### config.mk
export PLATFORM = sky130hd
export DESIGN_NAME = timestamp_capture
export DESIGN_NICKNAME = d
export VERILOG_FILES = /design/src/include/ts_pkg.sv /design/src/logic/timestamp_capture.sv /design/src/logic/tick_counter.sv /design/src/logic/port_capture.sv
export SDC_FILE = /design/constraint.sdc
export NUM_CORES = 1
export LEC_CHECK = 0
export ABC_CLOCK_PERIOD_IN_PS = 4000
export BUFFER_PORTS_ARGS = -buffer_cell sky130_fd_sc_hd__buf_2
export CAP_MARGIN = 0
export CORE_MARGIN = 3
export CORE_UTILIZATION = 49
export CTS_BUF_LIST = sky130_fd_sc_hd__clkbuf_8
export DETAILED_ROUTE_END_ITERATION = 10
export PLACE_DENSITY = 0.7
export SYNTH_ARGS = -nofsm -noshare
export SYNTH_HDL_FRONTEND = slang
export SYNTH_SLANG_ARGS = --single-unit
### constraint.sdc
create_clock -name clk -period 4 [get_ports clk]
set_input_delay 0.4 -clock clk [delete_from_list [all_inputs] [get_ports clk]]
set_output_delay 0.4 -clock clk [all_outputs]
set_load 0.02 [all_outputs]
### src/include/ts_pkg.sv
// constants and types shared by the timestamp capture unit
package ts_pkg;

  // ==========================================================
  // bus and register map (register index, byte address = 4x)
  localparam int          ADDR_W       = 10;
  localparam int          NUM_PORTS    = 2;
  localparam logic [7:0]  IDX_CONFIG   = 8'h25;
  localparam logic [7:0]  IDX_CONTROL  = 8'h26;
  localparam logic [7:0]  IDX_LINE_HI  = 8'h27;
  localparam logic [7:0]  IDX_LINE_LO  = 8'h28;
  localparam logic [7:0]  IDX_STATUS   = 8'h29;
  localparam logic [7:0]  IDX_TS_P0_HI = 8'h2a;
  localparam logic [7:0]  IDX_TS_P0_LO = 8'h2b;
  localparam logic [7:0]  IDX_TS_P1_HI = 8'h2c;
  localparam logic [7:0]  IDX_TS_P1_LO = 8'h2d;
  localparam logic [7:0]  IDX_IRQ_STS  = 8'h40;
  localparam logic [7:0]  IDX_IRQ_MASK = 8'h41;

  // ==========================================================
  // reset values and writable bits
  localparam logic [7:0]  CONFIG_RST     = 8'h00;
  localparam logic [7:0]  CONTROL_RST    = 8'h00;
  localparam logic [7:0]  LINE_RST       = 8'h00;
  localparam logic [7:0]  IRQ_MASK_RST   = 8'h00;
  localparam logic [7:0]  CONFIG_WMASK   = 8'h7b;
  localparam logic [7:0]  CONTROL_WMASK  = 8'h13;
  localparam logic [7:0]  IRQ_WMASK      = 8'h07;
  localparam int          HOLD_BIT       = 4;
  localparam int          READY_BIT      = 4;
  localparam int          IRQ_W          = 3;
  localparam int          IRQ_READY      = 2;
  localparam logic [1:0]  RESP_OKAY      = 2'b00;
  localparam logic [1:0]  RESP_SLVERR    = 2'b10;

  // ==========================================================
  // timing: tick periods in ns, derived cycle counts
  localparam int CLK_PERIOD_PS = 5000;
  localparam int TICK0_NS      = 40;
  localparam int TICK1_NS      = 80;
  localparam int TICK2_NS      = 160;
  localparam int TICK3_NS      = 1000;
  localparam int TICK0_CYC     = TICK0_NS * 1000 / CLK_PERIOD_PS;
  localparam int TICK1_CYC     = TICK1_NS * 1000 / CLK_PERIOD_PS;
  localparam int TICK2_CYC     = TICK2_NS * 1000 / CLK_PERIOD_PS;
  localparam int TICK3_CYC     = TICK3_NS * 1000 / CLK_PERIOD_PS;

  // ==========================================================
  // register layouts
  typedef struct packed {
    logic       rsv7;
    logic       sync_edge_select;
    logic [1:0] tick_period_select;
    logic       early_ready_select;
    logic       rsv2;
    logic       free_running_select;
    logic       capture_trigger_select;
  } cfg_s;

  typedef struct packed {
    logic [2:0] rsv7_5;
    logic       capture_hold;
    logic [1:0] rsv3_2;
    logic       port1_capture_enable;
    logic       port0_capture_enable;
  } ctl_s;

endpackage

### src/logic/timestamp_capture.sv
// per-port video timestamp capture with axi4-lite registers
//
// Contract
// - frame sync active edge is rising when polarity bit is 0, else falling.
// - resolution code 00/01/10/11 sets tick to 40ns/80ns/160ns/1us.
// - early-ready bit set flags ready once all enabled ports captured.
// - frame mode with free-run waits for programmed line, then frame edge.
// - writing hold to 1 freezes timestamps and clears ready at once.
// - control bits 1:0 enable capture per receive port.
// - line upper byte is a read/write register resetting to zero.
// - line lower byte is a separate register forming the low half.
// - read-only ready flag and per-port valid flags in status.
// - each port timestamp reads as upper and lower byte registers.
//
// Added by the designer: the AXI4-Lite interface to the registers.
`timescale 1ns/1ps
module timestamp_capture #(
  parameter int TS_W = 16
) (
  input  wire logic                    clk,
  input  wire logic                    rst_n,
  input  wire logic [ts_pkg::ADDR_W-1:0] s_axi_awaddr,
  input  wire logic                    s_axi_awvalid,
  output logic                         s_axi_awready,
  input  wire logic [31:0]             s_axi_wdata,
  input  wire logic [3:0]              s_axi_wstrb,
  input  wire logic                    s_axi_wvalid,
  output logic                         s_axi_wready,
  output logic [1:0]                   s_axi_bresp,
  output logic                         s_axi_bvalid,
  input  wire logic                    s_axi_bready,
  input  wire logic [ts_pkg::ADDR_W-1:0] s_axi_araddr,
  input  wire logic                    s_axi_arvalid,
  output logic                         s_axi_arready,
  output logic [31:0]                  s_axi_rdata,
  output logic [1:0]                   s_axi_rresp,
  output logic                         s_axi_rvalid,
  input  wire logic                    s_axi_rready,
  input  wire logic [1:0]              frame_sync,
  input  wire logic [1:0]              line_start,
  output logic                         irq
);

  // ==========================================================
  // address decode
  // register index match for a byte address
  function automatic logic hit(
    input logic [ts_pkg::ADDR_W-1:0] addr,
    input logic [7:0]                idx
  );
    hit = (addr[ts_pkg::ADDR_W-1:2] == idx);
  endfunction

  // any implemented register; others answer error
  function automatic logic mapped(
    input logic [ts_pkg::ADDR_W-1:0] addr
  );
    logic [7:0] i;
    i = addr[9:2];
    mapped = (i >= ts_pkg::IDX_CONFIG && i <= ts_pkg::IDX_TS_P1_LO) ||
             i == ts_pkg::IDX_IRQ_STS || i == ts_pkg::IDX_IRQ_MASK;
  endfunction

  // ==========================================================
  // state
  ts_pkg::cfg_s              cfg_r;
  ts_pkg::ctl_s              ctl_r;
  logic [7:0]                line_hi_r;
  logic [7:0]                line_lo_r;
  logic [TS_W-1:0]           ts_r [ts_pkg::NUM_PORTS];
  logic [1:0]                valid_r;
  logic                      ready_r;
  logic                      ready_nxt;
  logic [ts_pkg::IRQ_W-1:0]  irq_sts_r;
  logic [ts_pkg::IRQ_W-1:0]  irq_mask_r;
  logic [ts_pkg::IRQ_W-1:0]  irq_ev;
  // write channel holding registers
  logic [ts_pkg::ADDR_W-1:0] awaddr_r;
  logic [7:0]                wbyte_r;
  logic                      wstrb0_r;
  logic                      do_write;
  logic                      rd_take;
  logic [7:0]                rd_byte;
  // trigger side
  logic [TS_W-1:0]           ts_now;
  logic [1:0]                trig;
  logic [1:0]                edge_hit;
  logic [1:0]                en;
  logic [1:0]                cap;
  logic                      hold_set;
  logic                      hold_clr;
  logic                      all_done;

  // ==========================================================
  // timestamp counter
  tick_counter #(
    .TS_W (TS_W)
  ) u_tick (
    .clk                (clk),
    .rst_n              (rst_n),
    .tick_period_select (cfg_r.tick_period_select),
    .ts_value           (ts_now)
  );

  assign en = {ctl_r.port1_capture_enable, ctl_r.port0_capture_enable};

  // ==========================================================
  // per-port trigger logic
  genvar g;
  generate
    for (g = 0; g < ts_pkg::NUM_PORTS; g++) begin : g_port
      port_capture u_port (
        .clk                    (clk),
        .rst_n                  (rst_n),
        .frame_sync             (frame_sync[g]),
        .line_start             (line_start[g]),
        .enable                 (en[g]),
        .sync_edge_select       (cfg_r.sync_edge_select),
        .capture_trigger_select (cfg_r.capture_trigger_select),
        .free_running_select    (cfg_r.free_running_select),
        .capture_line           ({line_hi_r, line_lo_r}),
        .trig                   (trig[g]),
        .sync_edge              (edge_hit[g])
      );
    end
  endgenerate

  // ==========================================================
  // axi4-lite write channel
  // both halves in, no answer pending
  assign do_write = !s_axi_awready && !s_axi_wready && !s_axi_bvalid;

  // address and data taken in either order
  always_ff @(posedge clk or negedge rst_n) begin
    if (!rst_n) begin
      s_axi_awready <= 1'b1;
      awaddr_r      <= '0;
    end else if (s_axi_awvalid && s_axi_awready) begin
      s_axi_awready <= 1'b0;
      awaddr_r      <= s_axi_awaddr;
    end else if (s_axi_bvalid && s_axi_bready) begin
      s_axi_awready <= 1'b1;
    end
  end

  // data half; only the low byte and strobe 0 matter
  always_ff @(posedge clk or negedge rst_n) begin
    if (!rst_n) begin
      s_axi_wready <= 1'b1;
      wbyte_r      <= 8'h00;
      wstrb0_r     <= 1'b0;
    end else if (s_axi_wvalid && s_axi_wready) begin
      s_axi_wready <= 1'b0;
      wbyte_r      <= s_axi_wdata[7:0];
      wstrb0_r     <= s_axi_wstrb[0];
    end else if (s_axi_bvalid && s_axi_bready) begin
      s_axi_wready <= 1'b1;
    end
  end

  // response one cycle after both halves are in
  always_ff @(posedge clk or negedge rst_n) begin
    if (!rst_n) begin
      s_axi_bvalid <= 1'b0;
      s_axi_bresp  <= ts_pkg::RESP_OKAY;
    end else if (do_write) begin
      s_axi_bvalid <= 1'b1;
      // unmapped: nothing changes, error answered
      s_axi_bresp  <= mapped(awaddr_r) ? ts_pkg::RESP_OKAY
                                       : ts_pkg::RESP_SLVERR;
    end else if (s_axi_bready) begin
      s_axi_bvalid <= 1'b0;
    end
  end

  // ==========================================================
  // configuration registers
  always_ff @(posedge clk or negedge rst_n) begin
    if (!rst_n) begin
      cfg_r      <= ts_pkg::CONFIG_RST;
      ctl_r      <= ts_pkg::CONTROL_RST;
      line_hi_r  <= ts_pkg::LINE_RST;
      line_lo_r  <= ts_pkg::LINE_RST;
      irq_mask_r <= ts_pkg::IRQ_MASK_RST[ts_pkg::IRQ_W-1:0];
    end else if (do_write && wstrb0_r) begin
      // reserved bits masked so they read zero
      if (hit(awaddr_r, ts_pkg::IDX_CONFIG))
        cfg_r <= wbyte_r & ts_pkg::CONFIG_WMASK;
      // enables and hold; hold edges decoded below
      if (hit(awaddr_r, ts_pkg::IDX_CONTROL))
        ctl_r <= wbyte_r & ts_pkg::CONTROL_WMASK;
      if (hit(awaddr_r, ts_pkg::IDX_LINE_HI))
        line_hi_r <= wbyte_r;
      if (hit(awaddr_r, ts_pkg::IDX_LINE_LO))
        line_lo_r <= wbyte_r;
      // mask shares the status layout
      if (hit(awaddr_r, ts_pkg::IDX_IRQ_MASK))
        irq_mask_r <= wbyte_r[ts_pkg::IRQ_W-1:0] &
                      ts_pkg::IRQ_WMASK[ts_pkg::IRQ_W-1:0];
    end
  end

  // ==========================================================
  // hold control edges
  // hold takes effect in the write cycle itself
  assign hold_set = do_write && wstrb0_r &&
                    hit(awaddr_r, ts_pkg::IDX_CONTROL) &&
                    wbyte_r[ts_pkg::HOLD_BIT] && !ctl_r.capture_hold;
  // release by software starts a fresh round
  assign hold_clr = do_write && wstrb0_r &&
                    hit(awaddr_r, ts_pkg::IDX_CONTROL) &&
                    !wbyte_r[ts_pkg::HOLD_BIT] && ctl_r.capture_hold;

  // captures ignored while frozen
  assign cap = trig & {2{!ctl_r.capture_hold && !hold_set}};

  // ==========================================================
  // captured values and valid flags
  // values only change while not frozen
  always_ff @(posedge clk or negedge rst_n) begin
    if (!rst_n) begin
      for (int i = 0; i < ts_pkg::NUM_PORTS; i++)
        ts_r[i] <= '0;
    end else begin
      for (int i = 0; i < ts_pkg::NUM_PORTS; i++)
        if (cap[i])
          ts_r[i] <= ts_now;
    end
  end

  // valid set on capture, cleared on release
  always_ff @(posedge clk or negedge rst_n) begin
    if (!rst_n) begin
      valid_r <= 2'b00;
    end else begin
      for (int i = 0; i < ts_pkg::NUM_PORTS; i++)
        if (cap[i])
          valid_r[i] <= 1'b1;
        else if (hold_clr)
          valid_r[i] <= 1'b0;
    end
  end

  // ==========================================================
  // ready flag
  // no enabled port means a round never completes
  assign all_done = |en && ((valid_r & en) == en);

  // hold edges clear ready; frozen keeps it
  always_comb begin
    ready_nxt = ready_r;
    if (hold_set || hold_clr)
      ready_nxt = 1'b0;
    else if (ctl_r.capture_hold)
      ready_nxt = ready_r;
    // early ready as soon as all enabled ports are in
    else if (cfg_r.early_ready_select)
      ready_nxt = ready_r | all_done;
    // normal ready at next frame edge after completion
    else
      ready_nxt = ready_r | (all_done && |(edge_hit & en));
  end

  always_ff @(posedge clk or negedge rst_n) begin
    if (!rst_n)
      ready_r <= 1'b0;
    else
      ready_r <= ready_nxt;
  end

  // ==========================================================
  // interrupt status, mask and output
  // bit 2 ready rising, bits 1:0 port captures
  assign irq_ev = {ready_nxt && !ready_r, cap};

  // read clears, a same-cycle event wins
  always_ff @(posedge clk or negedge rst_n) begin
    if (!rst_n)
      irq_sts_r <= '0;
    else if (rd_take && hit(s_axi_araddr, ts_pkg::IDX_IRQ_STS))
      irq_sts_r <= irq_ev;
    else
      irq_sts_r <= irq_sts_r | irq_ev;
  end

  // registered so irq comes straight from a flop
  always_ff @(posedge clk or negedge rst_n) begin
    if (!rst_n)
      irq <= 1'b0;
    else
      irq <= |(irq_sts_r & irq_mask_r);
  end

  // ==========================================================
  // read data selection
  always_comb begin
    rd_byte = 8'h00;
    unique case (s_axi_araddr[9:2])
      ts_pkg::IDX_CONFIG:   rd_byte = cfg_r;
      ts_pkg::IDX_CONTROL:  rd_byte = ctl_r;
      ts_pkg::IDX_LINE_HI:  rd_byte = line_hi_r;
      ts_pkg::IDX_LINE_LO:  rd_byte = line_lo_r;
      ts_pkg::IDX_STATUS:   rd_byte = {3'b000, ready_r, 2'b00, valid_r};
      ts_pkg::IDX_TS_P0_HI: rd_byte = ts_r[0][15:8];
      ts_pkg::IDX_TS_P0_LO: rd_byte = ts_r[0][7:0];
      ts_pkg::IDX_TS_P1_HI: rd_byte = ts_r[1][15:8];
      ts_pkg::IDX_TS_P1_LO: rd_byte = ts_r[1][7:0];
      // interrupt status and mask, zero extended
      ts_pkg::IDX_IRQ_STS:  rd_byte = 8'(irq_sts_r);
      ts_pkg::IDX_IRQ_MASK: rd_byte = 8'(irq_mask_r);
      default:              rd_byte = 8'h00;
    endcase
  end

  // ==========================================================
  // axi4-lite read channel
  // answer follows one cycle after the take
  assign rd_take = s_axi_arvalid && s_axi_arready;

  // data registered one cycle after the address
  always_ff @(posedge clk or negedge rst_n) begin
    if (!rst_n) begin
      s_axi_arready <= 1'b1;
      s_axi_rvalid  <= 1'b0;
      s_axi_rdata   <= 32'h0000_0000;
      s_axi_rresp   <= ts_pkg::RESP_OKAY;
    end else if (rd_take) begin
      s_axi_arready <= 1'b0;
      s_axi_rvalid  <= 1'b1;
      s_axi_rdata   <= {24'h00_0000, rd_byte};
      // unmapped: zero data, error answered
      s_axi_rresp   <= mapped(s_axi_araddr) ? ts_pkg::RESP_OKAY
                                            : ts_pkg::RESP_SLVERR;
    end else if (s_axi_rvalid && s_axi_rready) begin
      s_axi_arready <= 1'b1;
      s_axi_rvalid  <= 1'b0;
    end
  end

endmodule

### src/logic/tick_counter.sv
// timestamp counter advancing at the selected tick period
`timescale 1ns/1ps
module tick_counter #(
  parameter int TS_W = 16
) (
  input  wire logic            clk,
  input  wire logic            rst_n,
  input  wire logic [1:0]      tick_period_select,
  output logic      [TS_W-1:0] ts_value
);

  logic [7:0] div_r;
  logic [7:0] div_last;

  always_comb begin
    unique case (tick_period_select)
      2'b00:   div_last = 8'(ts_pkg::TICK0_CYC - 1);
      2'b01:   div_last = 8'(ts_pkg::TICK1_CYC - 1);
      2'b10:   div_last = 8'(ts_pkg::TICK2_CYC - 1);
      default: div_last = 8'(ts_pkg::TICK3_CYC - 1);
    endcase
  end

  // advance once per tick, wrap to zero
  always_ff @(posedge clk or negedge rst_n) begin
    if (!rst_n) begin
      div_r    <= 8'h00;
      ts_value <= '0;
    end else if (div_r >= div_last) begin
      div_r    <= 8'h00;
      ts_value <= ts_value + 1'b1;
    end else begin
      div_r    <= div_r + 8'h01;
    end
  end

endmodule

### src/logic/port_capture.sv
// per-port trigger: line counting, sync edge and arming
`timescale 1ns/1ps
module port_capture (
  input  wire logic        clk,
  input  wire logic        rst_n,
  input  wire logic        frame_sync,
  input  wire logic        line_start,
  input  wire logic        enable,
  input  wire logic        sync_edge_select,
  input  wire logic        capture_trigger_select,
  input  wire logic        free_running_select,
  input  wire logic [15:0] capture_line,
  output logic             trig,
  output logic             sync_edge
);

  logic        sync_prev_r;
  logic [15:0] line_cnt_r;
  logic [15:0] line_inc;
  logic        line_hit;
  logic        armed_r;

  assign sync_edge = sync_edge_select ? (sync_prev_r & ~frame_sync)
                                      : (~sync_prev_r & frame_sync);
  assign line_inc  = line_cnt_r + 16'h0001;
  assign line_hit  = line_start && (line_inc == capture_line);

  // line or frame trigger; free run waits for line
  always_comb begin
    if (!enable)
      trig = 1'b0;
    else if (!capture_trigger_select)
      trig = line_hit;
    else if (free_running_select)
      trig = sync_edge && armed_r;
    else
      trig = sync_edge;
  end

  // line counter restarts on each active sync edge
  always_ff @(posedge clk or negedge rst_n) begin
    if (!rst_n) begin
      sync_prev_r <= 1'b0;
      line_cnt_r  <= 16'h0000;
    end else begin
      sync_prev_r <= frame_sync;
      if (sync_edge)
        line_cnt_r <= 16'h0000;
      else if (line_start && line_cnt_r != 16'hffff)
        line_cnt_r <= line_inc;
    end
  end

  // arm at programmed line, disarm on capture
  always_ff @(posedge clk or negedge rst_n) begin
    if (!rst_n)
      armed_r <= 1'b0;
    else if (!enable || trig)
      armed_r <= 1'b0;
    else if (line_hit)
      armed_r <= 1'b1;
  end

endmodule

* After elaboration in Yosys (flattened, before gate mapping)
Index checks and enable logic that the tools add are counted.
Cells by class: equality and inequality tests 24, muxes and demuxes 37, bitwise operators 15, shifts and indexed selects 0, div/mod/pow operators 0, add/subtract/negate cells 4, multiply operators 0, reduce and logical (&&, ||, !) cells 61, order comparisons 5
Operators by type and width (number):
- 8-bit by 6-bit equality test with 1-bit output (second input constant) | 13
- 8-bit one-hot mux with 11 select lines | 1
- 16-bit two-way mux | 4
- 16-bit by 1-bit adder with 16-bit output (second input constant) | 3
- 16-bit equality test | 2
- 8-bit by 7-bit equality test with 1-bit output (second input constant) | 4
- 16-bit inequality test (second input constant) | 2
- 1-bit two-way mux | 27
- 1-bit logical AND | 26
- 8-bit one-hot mux with 3 select lines | 1
- 2-bit nonzero test | 10
- 8-bit by 6-bit >= comparator with 1-bit output (second input constant) | 2
- 8-bit by 6-bit less-or-equal comparator with 1-bit output (second input constant) | 2
- 2-bit AND reduction | 5
- 1-bit zero test | 9
- 8-bit by 1-bit adder with 8-bit output (second input constant) | 1
- 8-bit >= comparator | 1
- 8-bit two-way mux | 1
- 1-bit logical OR | 7
- 2-bit bitwise AND | 3
- 1-bit bitwise AND | 4
- 2-bit two-way mux | 2
- 1-bit NOT | 4
- 2-bit OR reduction | 2
- 9 further kinds | 10
Word-level totals: memories kept 0, logic and storage cells 183, output and inout port bits 42, input port bits 67, bits in writable memories 0, register bits 163, ROM bits 0, bits in latches 0

* Depth between registers and ports, before layout
Gate-level depths: netlist of run 1.
word-level depth 13, depth in mapped cells 11, mapped depth without buffers 10

* Hierarchy
From an unflattened synthesis of run 1, not the netlist that was laid out.
Second synthesis, totals: cells, all modules 815, area, all modules 8763.4 sq um
By module, submodules not included:
- timestamp_capture | cells each 385, area each 4820.9 sq um, instances 1, sequential area each 2481.1 sq um
- port_capture | cells each 160, area each 1335.0 sq um, instances 2, sequential area each 450.4 sq um
- tick_counter | cells each 110, area each 1272.5 sq um, instances 1, sequential area each 600.6 sq um

* Least setup slack after synthesis of run 1
Ideal clock, no wire load.
path type reg2reg, start point reg g_port[1].u_port.line_cnt_r[1], end point reg ts_r[12] in the netlist's numbering, slack 1114 ps, cell stages (with the launch flop) 10, buffers on the path 2, required time 3874 ps, arrival time 2759 ps, library setup time 126 ps, period minus slack after synthesis 2886 ps, cell sequence dfrtp_1 ha_1 nand3_2 nor3_1 xnor2_1 or4_1 or4_1 buf_2 buf_6 a311o_1
Between the ends: word-level cells in the longest chain between the ends 6
Ends and longest elaborated chain:
- start, declared | RTL line port_capture.sv:18 | logic [15:0] line_cnt_r;
- start signal, assigned | RTL line port_capture.sv:50 | line_cnt_r <= line_inc;
- 16-bit by 1-bit adder with 16-bit output | RTL line port_capture.sv:25 | assign line_inc = line_cnt_r + 16'h0001;
- 16-bit equality test | RTL line port_capture.sv:26 | assign line_hit = line_start && (line_inc == capture_line);
- 1-bit logical AND | RTL line port_capture.sv:26
- 1-bit two-way mux | RTL line port_capture.sv:32 | else if (!capture_trigger_select)
- 1-bit two-way mux | RTL line port_capture.sv:30 | if (!enable)
- 2-bit bitwise AND | RTL line timestamp_capture.sv:215 | assign cap = trig & {2{!ctl_r.capture_hold && !hold_set}};
- end signal, assigned by index | RTL line timestamp_capture.sv:227 | ts_r[i] <= ts_now;
- end, declared | RTL line timestamp_capture.sv:70 | logic [TS_W-1:0] ts_r [ts_pkg::NUM_PORTS];
Every way passes these cells. A chain may end at the register's enable or synchronous reset.

* Worst setup path after layout of run 1
start point reg g_port[0].u_port.line_cnt_r[0], end point reg ts_r[21] in the netlist's numbering
Between the ends: word-level cells in the longest chain between the ends 6
Ends and longest elaborated chain (RTL line):
- start, declared | port_capture.sv:18
- start signal, assigned | port_capture.sv:50
- 16-bit by 1-bit adder with 16-bit output | port_capture.sv:25
- 16-bit equality test | port_capture.sv:26
- 1-bit logical AND | port_capture.sv:26
- 1-bit two-way mux | port_capture.sv:32
- 1-bit two-way mux | port_capture.sv:30
- 2-bit bitwise AND | timestamp_capture.sv:215
Every way passes these cells.

==> summary.md, run 1 <==
| Metric | Value |
|---|---|
| Vias/cell | 6.095 |
| Clk_skew | 0.01898 ns |
| Vias in the first global route | 7626 |
| Htree depth | 4 |
| PortBufs | 51 |
| Fin nets | 1118 |
| Worst setup EP type | register |
| #FFs+latches synth | 159 |
| Worst Path Required | 4.32 ns |
| Status | finished with violations |
| Failing checks | hold timing |
| Post-route minimum period | 3.459 ns |
| Crit path DAT | 3.78 ns |
| Final period utilization | 86.47% |
| Wirelength per Cell | 18.81 µm |
| Resize count post-CTS | 0 |
| Synth area leaders | dfrtp_1 (41%), mux2_2 (5.2%), xnor2_1 (5.2%) |
| Synth Area per Inst | 9.303 µm² |
| RSZ-0062 raised after global routing | false |
| Dpl hpwl | 17.14 mm |
| DP Area | 9847 µm² |
| Crit path buf inv count | 1 |
| Starting Density | 50.32% |
| Area occupied by multi-input gates | 5056 µm² |
| Core Footprint | 18890 µm² |
| Area share of the largest cell type after synthesis | 41.06% |
| Post-CTS Setup Bufs | 0 |
| Final setup fails | 0 |
| Register area share after synthesis | 41.89% |
| Top delay family on crit path | simple AND/OR/NAND/NOR gates |
| Clock Pin Slew Worst Setup and Hold Paths | 0.09 ns |
| Cell count after synthesis | 1022 |
| Leak Pwr | 4.469 nW |
| Clk Latency, worst-skew pair | 0.48 ns |
| Yosys warnings | 0 |
| CTS tree | yes |
| Worst setup margin | 0.5411 ns |
| Die footprint | 21110 µm² |
| Max Cap Viol | 0 |
| Worst Hold Class | input port to async pin |
| CTS Sinks | 159 |
| Rel. slew slack | 27.32% |
| First-pass GRT wire length | 40.09 mm |
| Setup total negative slack | 0 ns |
| Die Ht | 145.3 µm |
| Tot GR Track Use | 23.54% |
| Fill cells | 1743 |
| N_diodes | 0 |
| CP peak stage delay | 0.77 ns |
| DR pass1 iterations | 7 |
| Worst-Margin Slew | 1.085 ns |
| Cell Area, Synth | 9508 µm² |
| Overall Power | 0.004755 W |
| WHS | -0.02956 ns |
| Routability cong. | 0.9020 |
| Via count | 8009 |
| Crit-path max FO | 10 |
| CTS Buf Count | 17 |
| Reg area | 3983 µm² |
| Largest net degree at the start of global routing | 93 |
| Critical path's slowest cell | or4_1 |
| Final wirelength | 24.72 mm |
| Std cell rows | 50 |
| Crit Path Category | register to register |
| Final Max Tran Viols | 0 |
| Post-synth EDFFs | 0 |
| DR DRC count | 0 |
| Setup WS pre-CTS | 0.6089 ns |
| GRT overflow | 0 |
| Initial antenna violation count | 0 |
| Asr flop ratio synth | 100.0% |
| Leading area contributor after synthesis | dfrtp_1 |
| Setup crit start kind | register |
| Chip width | 145.3 µm |
| Synth cell count leaders | dfrtp_1 (156), nand3_1 (96), nand2_1 (93) |
| Critical-path cell list | ha_1 > nand3_1 > nor2_1 > nand2_1 > o31a_1 > or4_1 > buf_4 > o211ai_1 > o311ai_0 |
| Hold Vio Cnt, Final | 8 |
| Top-count cell post-synth | dfrtp_1 |
| PD cells | 465.1 nW/µm² |
| Initial DRC Count | 713 |
| Root buffer cell | clkbuf_8 |
| Routed Antenna Nets | 0 |
| CTS max path bufs | 2 |
| Prevailing post-synth register cell | dfrtp_1 |
| Io pins | 109 |
| Peak VDD IR | 0.0002741 V |
| Hold_buf cts | 0 |
| Max Freq | 289.1 MHz |
| Area growth syn-to-layout | 7.540% |
| Distinct cells, synth | 72 |
| Share of cells above drive strength 1 | 14.80% |
| Fin area | 10220 µm² |
[stage by stage]
stage | cells | utilization, %
final | 1314 | 54.12
after global routing | 1314 | 54.12
after CTS | 1314 | 54.12
after detailed placement | 1282 | 52.12
after global placement | 1282 | 52.12
after floorplan | 1047 | -
[flip-flops by register name, indices dropped and copies added, names as in the netlist, 2 cells and up]
register / flops
g_port.u_port.line_cnt_r: 32
valid_r: 2
irq_sts_r: 3
irq_mask_r: 3
line_hi_r: 8
wbyte_r: 8
s_axi_rdata: 8
ts_r: 32
awaddr_r: 8
u_tick.div_r: 8
cfg_r: 6
g_port.u_port.armed_r: 2
ctl_r: 3
g_port.u_port.sync_prev_r: 2
line_lo_r: 8
u_tick.ts_value: 16
[power breakdown]
| part | internal, W | switching [W] | total [W] |
|---|---|---|---|
| Clock | 0.000519 | 0.000663 | 0.00118 |
| Combinational | 0.000576 | 0.000763 | 0.00134 |
| Sequential | 0.00186 | 0.000378 | 0.00223 |
[path summary, 6_finish.rpt]
path,start,endpoint,slack (ns),cells after the start
min in group clk,frame_sync[1],g_port[1].u_port.sync_prev_r,0.05,1
hold reg to reg,s_axi_rdata[0],s_axi_rdata[0],0.48,1
setup / recovery,g_port[0].u_port.line_cnt_r[0],ts_r[21],0.54,9
setup reg to reg,g_port[0].u_port.line_cnt_r[0],ts_r[21],0.54,9
max in group asynchronous,rst_n,line_hi_r[0],2.97,2
hold / removal,rst_n,g_port[0].u_port.line_cnt_r[3],-0.03,1
[cell type report]
cell class                      instances  share of cell area [%]
Inverter                               25                  0.9178
Multi-Input combinational cell        770                   49.45
Tap cell                              260                   3.182
Sequential cell                       159                   38.95
Clock inverter                         14                   1.273
Timing Repair Buffer                   68                   3.806
Clock buffer                           18                   2.423
[metal layers]
| metal | up-vias | GRT usage (%) | part of all wire (%) |
|---|---|---|---|
| met5 | - | 0 | 0 |
| met4 | 0 | 8.832 | 3.0 |
| met3 | 54 | 5.247 | 7.3 |
| met2 | 290 | 37.13 | 46 |
| met1 | 3928 | 31.87 | 43 |
| li1 | 3737 | - | - |
[logic make-up after synthesis]
| logic type | synth area share [%] |
|---|---|
| simple gates | 22.96 |
| compound gates | 13.79 |
| flops | 41.89 |
| buf+inv | 5.922 |
| xor+xnor | 7.922 |
| mux | 6.159 |
| fa+ha+maj | 1.316 |
| other cells | 0.03944 |
[layout by cell type (no fill, tap or decap), types with 12 or more instances in the layout]
| cell type | synthesis | routed |
|---|---|---|
| nor3_1 | 17 | 17 |
| nor2_1 | 70 | 70 |
| and3_1 | 33 | 33 |
| buf_4 | 26 | 17 |
| xor2_1 | 30 | 30 |
| o311ai_1 | 12 | 12 |
| nand3_1 | 96 | 96 |
| conb_1 | 1 | 26 |
| nand4_1 | 22 | 22 |
| xnor2_1 | 56 | 56 |
| o211ai_1 | 18 | 18 |
| o311ai_0 | 21 | 21 |
| nand2_1 | 93 | 93 |
| inv_1 | 25 | 26 |
| mux2_2 | 44 | 44 |
| clkbuf_8 | 0 | 18 |
| a222oi_1 | 12 | 12 |
| buf_2 | 11 | 50 |
| a21oi_1 | 16 | 16 |
| nand2b_1 | 26 | 26 |
| o21ai_0 | 24 | 23 |
| dfrtp_1 | 156 | 156 |
Note: power is estimated with default switching activity, not from simulation.
==> run 2: changes to the inputs <==
- CORE_UTILIZATION: 49 -> 50
- PLACE_DENSITY: 0.7 -> 0.71
==> run 2 against run 1 <==
  * The flow now finishes without violations
  * Final cell count fell by 2.4%
  * Via count fell by 0.97%
  * Non-clock buffer count did not move
  * Maximum frequency fell by 0.42%
  * Clock-buffer cell count fell by 1
  * Register-to-register slack barely moved
  * Critical endpoint is now ts_r[24]
==> summary.md, run 2 (synthesis results as in run 1) <==
| Metric | Value |
|---|---|
| Critical path's slowest cell | or4_1 |
| Min-Delay Startpoint | frame_sync[1] |
| Largest net degree at the start of global routing | 70 (-25%) |
| Commonest non-fill, non-tap cell in the layout | dfrtp_1 |
| DR pass1 iterations | 7 (unchanged) |
| RSZ-0062 raised after global routing | false |
| Crit path buf inv count | 1 (unchanged) |
| Tot GR Track Use | 24.30% (+0.76 points) |
| Final period utilization | 86.84% (+0.37 points) |
| Top delay family on crit path | simple AND/OR/NAND/NOR gates |
| Crit path DAT | 3.80 ns (+0.02 ns) |
| Setup WS pre-CTS | 0.5707 ns (-0.03816 ns) |
| Clk Latency, worst-skew pair | 0.48 ns (about the same) |
| Worst Path Required | 4.32 ns (about the same) |
| Crit-path max FO | 10 (unchanged) |
| Rel. slew slack | 25.07% (-2.2 points) |
| Die Ht | 143.9 µm (-0.96%) |
| Worst Hold Class | input port to register |
| Peak VDD IR | 0.0002423 V (-12%) |
| Die footprint | 20710 µm² (-1.9%) |
| Routability cong. | 0.8956 (-0.71%) |
| Largest registers | g_port.u_port.line_cnt_r: 32 flops, ts_r: 32 flops, u_tick.ts_value: 16 flops |
| GRT overflow | 0 (unchanged) |
| Crit Path Category | register to register |
| Std cell rows | 49 (-2.0%) |
| Final Max Tran Viols | 0 (unchanged) |
| Root buffer cell | clkbuf_8 |
| Share of cells above drive strength 1 | 14.80% (unchanged) |
| Fin nets | 1118 (unchanged) |
| Routed Antenna Nets | 0 (unchanged) |
| DR DRC count | 0 (unchanged) |
| Clk_skew | 0.01893 ns (-0.00004340 ns) |
| Chip width | 143.9 µm (-0.96%) |
| Core Footprint | 18330 µm² (-3.0%) |
| Worst setup margin | 0.5263 ns (-0.01475 ns) |
| Final wirelength | 24.31 mm (-1.6%) |
| CP peak stage delay | 0.80 ns (+0.03 ns) |
| First-pass GRT wire length | 39.56 mm (-1.3%) |
| Setup crit start kind | register |
| Register-to-Register Path Depth | 9 (unchanged) |
| Status | finished clean |
| Post-CTS Setup Bufs | 0 (unchanged) |
| Most frequent cells in the layout | dfrtp_1 (156), nand3_1 (96), nand2_1 (93) |
| Vias in the first global route | 7268 (-4.7%) |
| Post-route minimum period | 3.474 ns (+0.01475 ns) |
| Wirelength per Cell | 18.95 µm (+0.73%) |
| Final setup fails | 0 (unchanged) |
| Io pins | 109 (unchanged) |
| Leak Pwr | 4.478 nW (+0.19%) |
| Resize count post-CTS | 0 (unchanged) |
| Area growth syn-to-layout | 7.501% (about the same) |
| PD cells | 465.5 nW/µm² (about the same) |
| Critical-path cell list | ha_1 > nand3_1 > nor2_1 > nand2_1 > o31a_1 > or4_1 > buf_4 > o211ai_1 > o311ai_0 |
| N_diodes | 0 (unchanged) |
| Hold Vio Cnt, Final | 0 (-8) |
| Max Cap Viol | 0 (unchanged) |
| Reg2reg start | g_port[0].u_port.line_cnt_r[0] |
| Max Freq | 287.9 MHz (-0.42%) |
| R2r setup slk | 0.53 ns (about the same) |
| CTS Buf Count | 17 (unchanged) |
| Setup total negative slack | 0 ns (unchanged) |
| Hold_buf cts | 1 (+1) |
| CTS max path bufs | 2 (unchanged) |
| Fill cells | 1628 (-6.6%) |
| Htree depth | 4 (unchanged) |
| Initial DRC Count | 762 (+6.9%) |
| Hold EP | g_port[1].u_port.sync_prev_r |
| PortBufs | 51 (unchanged) |
| Starting Density | 51.87% (+1.5 points) |
| Worst setup EP type | register |
| R2R Path End | ts_r[24] |
| Dpl hpwl | 16.89 mm (-1.4%) |
| Via count | 7931 (-0.97%) |
| CTS tree | yes |
| Hold Crit Depth | 1 |
| CTS Sinks | 159 (unchanged) |
| Clock Pin Slew Worst Setup and Hold Paths | 0.10 ns (about the same) |
| Vias/cell | 6.182 (+1.4%) |
| Worst-Margin Slew | 1.119 ns (+0.03350 ns) |
| Initial antenna violation count | 0 (unchanged) |
[run 2: cell types whose count changed in the layout (fill, tap and decap cells not counted), sizes merged]
cell         change
bufinv           -1
dlygate4sd3      +1
clkinvlp         -1
buf              -1
clkbuf           -1
inv              +1
clkinv           +2
[run 2: routing by layer]
metal | vias up | GRT usage (%) | share of wire [%]
met5 | - | 0 | 0
met4 | 0 | 8.226 | 2.3
met3 | 34 | 4.792 | 7.7
met2 | 301 | 37.16 | 47
met1 | 3858 | 34.66 | 43
li1 | 3738 | - | -
[run 2: cell type report]
type                       count  area (µm²)  area share, %
timing repair buffer          68       404.1          3.954
clock inverter                15       163.9          1.604
clock buffer                  17       234.0          2.289
inverter                      25       93.84         0.9181
multi-input combinational    770        5056          49.47
tap                          229       286.5          2.803
sequential                   159        3983          38.96
[run 2: worst max path at each step]
| stage | from | to | slack (ns) | depth (start not counted) |
|---|---|---|---|---|
| final | g_port[0].u_port.line_cnt_r[0] | ts_r[24] | 0.53 | 9 |
| after global placement | g_port[0].u_port.line_cnt_r[0] | ts_r[20] | 0.65 | 9 |
| after CTS | g_port[0].u_port.line_cnt_r[0] | ts_r[24] | 0.57 | 9 |
| after floorplan | g_port[1].u_port.line_cnt_r[1] | ts_r[12] | 1.11 | 9 |
| after global routing | g_port[0].u_port.line_cnt_r[0] | ts_r[26] | 0.30 | 8 |
| after detailed placement | g_port[0].u_port.line_cnt_r[0] | ts_r[24] | 0.57 | 9 |
[run 2: per-stage QoR]
step / hold slack, ns / instance area [µm²] / std cells / total power, W / util, %
after detailed placement: 0.4480 / 9813 / 1250 / 0.003592 / 53.53
after global placement: 0.4484 / 9813 / 1250 / 0.003550 / 53.53
final: 0.04766 / 10220 / 1283 / 0.004758 / 55.76
after floorplan: 0.1044 / 9602 / 1047 / 0.003187 / -
after global routing: 0.02070 / 10220 / 1283 / 0.005063 / 55.76
after CTS: 0.02915 / 10220 / 1283 / 0.004780 / 55.76
[run 2: report_power, final]
| part | switching, W | internal (W) |
|---|---|---|
| clock network | 0.000716 | 0.000472 |
| logic | 0.000768 | 0.000579 |
| registers | 0.000368 | 0.00186 |
==> run 3: changes to the inputs <==
--- a/config.mk
+++ b/config.mk
@@ -6,5 +6,5 @@
 export NUM_CORES = 1
 export LEC_CHECK = 0
-export ABC_CLOCK_PERIOD_IN_PS = 4000
+export ABC_CLOCK_PERIOD_IN_PS = 3500
 export BUFFER_PORTS_ARGS = -buffer_cell sky130_fd_sc_hd__buf_2
 export CAP_MARGIN = 0
==> constraint.sdc (replaced) <==
create_clock -name clk -period 3.5 [get_ports clk]
set_input_delay 0.35 -clock clk [delete_from_list [all_inputs] [get_ports clk]]
set_output_delay 0.35 -clock clk [all_outputs]
set_load 0.01 [all_outputs]
==> run 3 against run 2 <==
  * Hold slack worse by 0.030 ns
  * Total power is 15% higher
  * Final cell count is 0.70% higher
  * Sequential share of layout area is 0.30 points lower
  * Clock power is 17% higher
  * Clock-buffer cell count is 1 higher
  * Critical path type unchanged
  * Critical endpoint is now ts_r[13]
  * Largest power group unchanged
==> summary.md, run 3 (synthesis results as in run 1) <==
| Metric | Value |
|---|---|
| Status | finished clean |
| Final period utilization | 92.60% (+5.8 points) |
| Crit-path max FO | 35 (+25) |
| DR pass1 iterations | 8 (+1) |
| CTS Buf Count | 17 (unchanged) |
| Largest net degree at the start of global routing | 81 (+16%) |
| DR DRC count | 0 (unchanged) |
| Most frequent cells in the layout | dfrtp_1 (156), nand3_1 (96), nand2_1 (93) |
| Clk Latency, worst-skew pair | 0.46 ns (-0.02 ns) |
| CTS Sinks | 159 (unchanged) |
| Hold Vio Cnt, Final | 0 (unchanged) |
| Htree depth | 4 (unchanged) |
| Core Footprint | 18330 µm² (unchanged) |
| Routed Antenna Nets | 0 (unchanged) |
| Critical-path cell list | ha_1 > nand3_4 > nor4_4 > xnor2_1 > or4_1 > or4_1 > buf_4 > a311o_1 |
| PD cells | 529.7 nW/µm² (+14%) |
| Final setup fails | 0 (unchanged) |
| Wirelength per Cell | 19.19 µm (+1.3%) |
| Max Cap Viol | 0 (unchanged) |
| RSZ-0062 raised after global routing | false |
| Post-CTS Setup Bufs | 0 (unchanged) |
| Crit path DAT | 3.58 ns (-0.22 ns) |
| Clk_skew | 0.01400 ns (-0.004937 ns) |
| Most frequent cell on the critical path | or4_1 |
| Area growth syn-to-layout | 8.343% |
| Fill cells | 1611 (-1.0%) |
| Vias/cell | 6.203 (+0.34%) |
| Fin nets | 1127 (+0.81%) |
| Starting Density | 51.87% (unchanged) |
| Setup crit start kind | register |
| Peak VDD IR | 0.0004267 V (+76%) |
| Setup WS pre-CTS | 0.2094 ns (-0.3613 ns) |
| Die footprint | 20710 µm² (unchanged) |
| CTS max path bufs | 2 (unchanged) |
| Critical path's slowest cell | or4_1 |
| Worst Hold Class | input port to register |
| Root buffer cell | clkbuf_8 |
| Vias in the first global route | 7545 (+3.8%) |
| Via count | 8014 (+1.0%) |
| Initial antenna violation count | 0 (unchanged) |
| Rel. slew slack | 26.10% (+1.0 points) |
| Commonest non-fill, non-tap cell in the layout | dfrtp_1 |
| Clock Pin Slew Worst Setup and Hold Paths | 0.09 ns (about the same) |
| Die Ht | 143.9 µm (unchanged) |
| Final Max Tran Viols | 0 (unchanged) |
| PortBufs | 51 (unchanged) |
| Std cell rows | 49 (unchanged) |
| Worst-Margin Slew | 1.103 ns (-0.01530 ns) |
| Max Freq | 308.6 MHz (+7.2%) |
| Routability cong. | 0.9312 (+4.0%) |
| Worst setup margin | 0.2591 ns (-0.2672 ns) |
| Initial DRC Count | 832 (+9.2%) |
| Tot GR Track Use | 24.95% (+0.65 points) |
| Chip width | 143.9 µm (unchanged) |
| Worst setup EP type | register |
| CP peak stage delay | 0.52 ns (-0.28 ns) |
| Crit Path Category | register to register |
| Io pins | 109 (unchanged) |
| Dpl hpwl | 17.06 mm (+0.99%) |
| CTS tree | yes |
| First-pass GRT wire length | 40.73 mm (+3.0%) |
| Leak Pwr | 4.525 nW (+1.1%) |
| N_diodes | 0 (unchanged) |
| Post-route minimum period | 3.241 ns (-0.2328 ns) |
| Largest registers | g_port.u_port.line_cnt_r: 32 flops, ts_r: 32 flops, u_tick.ts_value: 16 flops |
| Setup total negative slack | 0 ns (unchanged) |
| Worst Path Required | 3.84 ns (-0.48 ns) |
| Share of cells above drive strength 1 | 15.52% (+0.72 points) |
| GRT overflow | 0 (unchanged) |
| Final wirelength | 24.80 mm (+2.0%) |
==> run 3: final timing paths <==
| path | from | endpoint | slack (ns) | cells after the start |
|---|---|---|---|---|
| setup / recovery | g_port[1].u_port.line_cnt_r[1] | ts_r[13] | 0.26 | 8 |
| hold / removal | frame_sync[1] | g_port[1].u_port.sync_prev_r | 0.02 | 1 |
| setup reg to reg | g_port[1].u_port.line_cnt_r[1] | ts_r[13] | 0.26 | 8 |
| hold reg to reg | u_tick.div_r[0] | u_tick.div_r[0] | 0.48 | 1 |
| max in group asynchronous | rst_n | u_tick.div_r[4] | 2.17 | 3 |
| min in group asynchronous | rst_n | g_port[0].u_port.line_cnt_r[15] | 0.46 | 2 |
==> run 3: worst max-delay path: cells and delay by family, from the launching register on <==
kind / cells / cell delay, ns
AO/OA/AOI/OAI: 1 / 0.40
AND/OR/NAND/NOR: 4 / 1.51
buffers and inverters: 1 / 0.27
XOR/XNOR: 1 / 0.10
flip-flops: 1 / 0.46
adder cells (fa/ha/maj): 1 / 0.36
==> run 3: per-layer routing <==
layer	global-route usage (%)	vias to the layer above	wire (µm)
met5	0	-	0
met4	9.019	0	786
met3	5.291	56	1884
met2	38.44	308	11260
met1	34.83	3890	10870
li1	-	3760	-
==> run 3: timing repair <==
| action | 4_1_cts | 5_1_grt |
|---|---|---|
| hold buffers | 2 | 0 |
| endpoints found under the hold margin | 77 | 0 |
| setup endpoints to repair | 0 | 7 |
| resized for setup | 0 | 2 |
==> run 3: area by class of cell <==
cell class,instances,area (µm²),area share (%)
repair buffers,77,474.2,4.603
well taps,229,286.5,2.781
inverters,25,93.84,0.9110
clock inverters,14,147.6,1.433
multi-input cells,770,5069,49.20
clock buffers,18,247.7,2.405
flip-flops and latches,159,3983,38.66
==> run 3: through the flow <==
step | power, W | utilization [%] | instance area [µm²] | hold slack [ns] | cells
final | 0.005456 | 56.19 | 10300 | 0.01797 | 1292
after detailed placement | 0.004080 | 53.86 | 9873 | 0.4401 | 1258
after global placement | 0.004031 | 53.86 | 9873 | 0.4402 | 1258
after global routing | 0.005789 | 56.19 | 10300 | 0.002006 | 1292
after CTS | 0.005454 | 56.13 | 10290 | 0.002967 | 1292
after floorplan | 0.003602 | - | 9602 | 0.05441 | 1047
==> run 3: where the power goes <==
group / internal [W] / total, W / switching (W)
combinational: 0.000676 / 0.00153 / 0.000852
sequential: 0.00212 / 0.00254 / 0.000420
clock: 0.000609 / 0.00139 / 0.000779
total: 0.00341 / 0.00546 / 0.00205
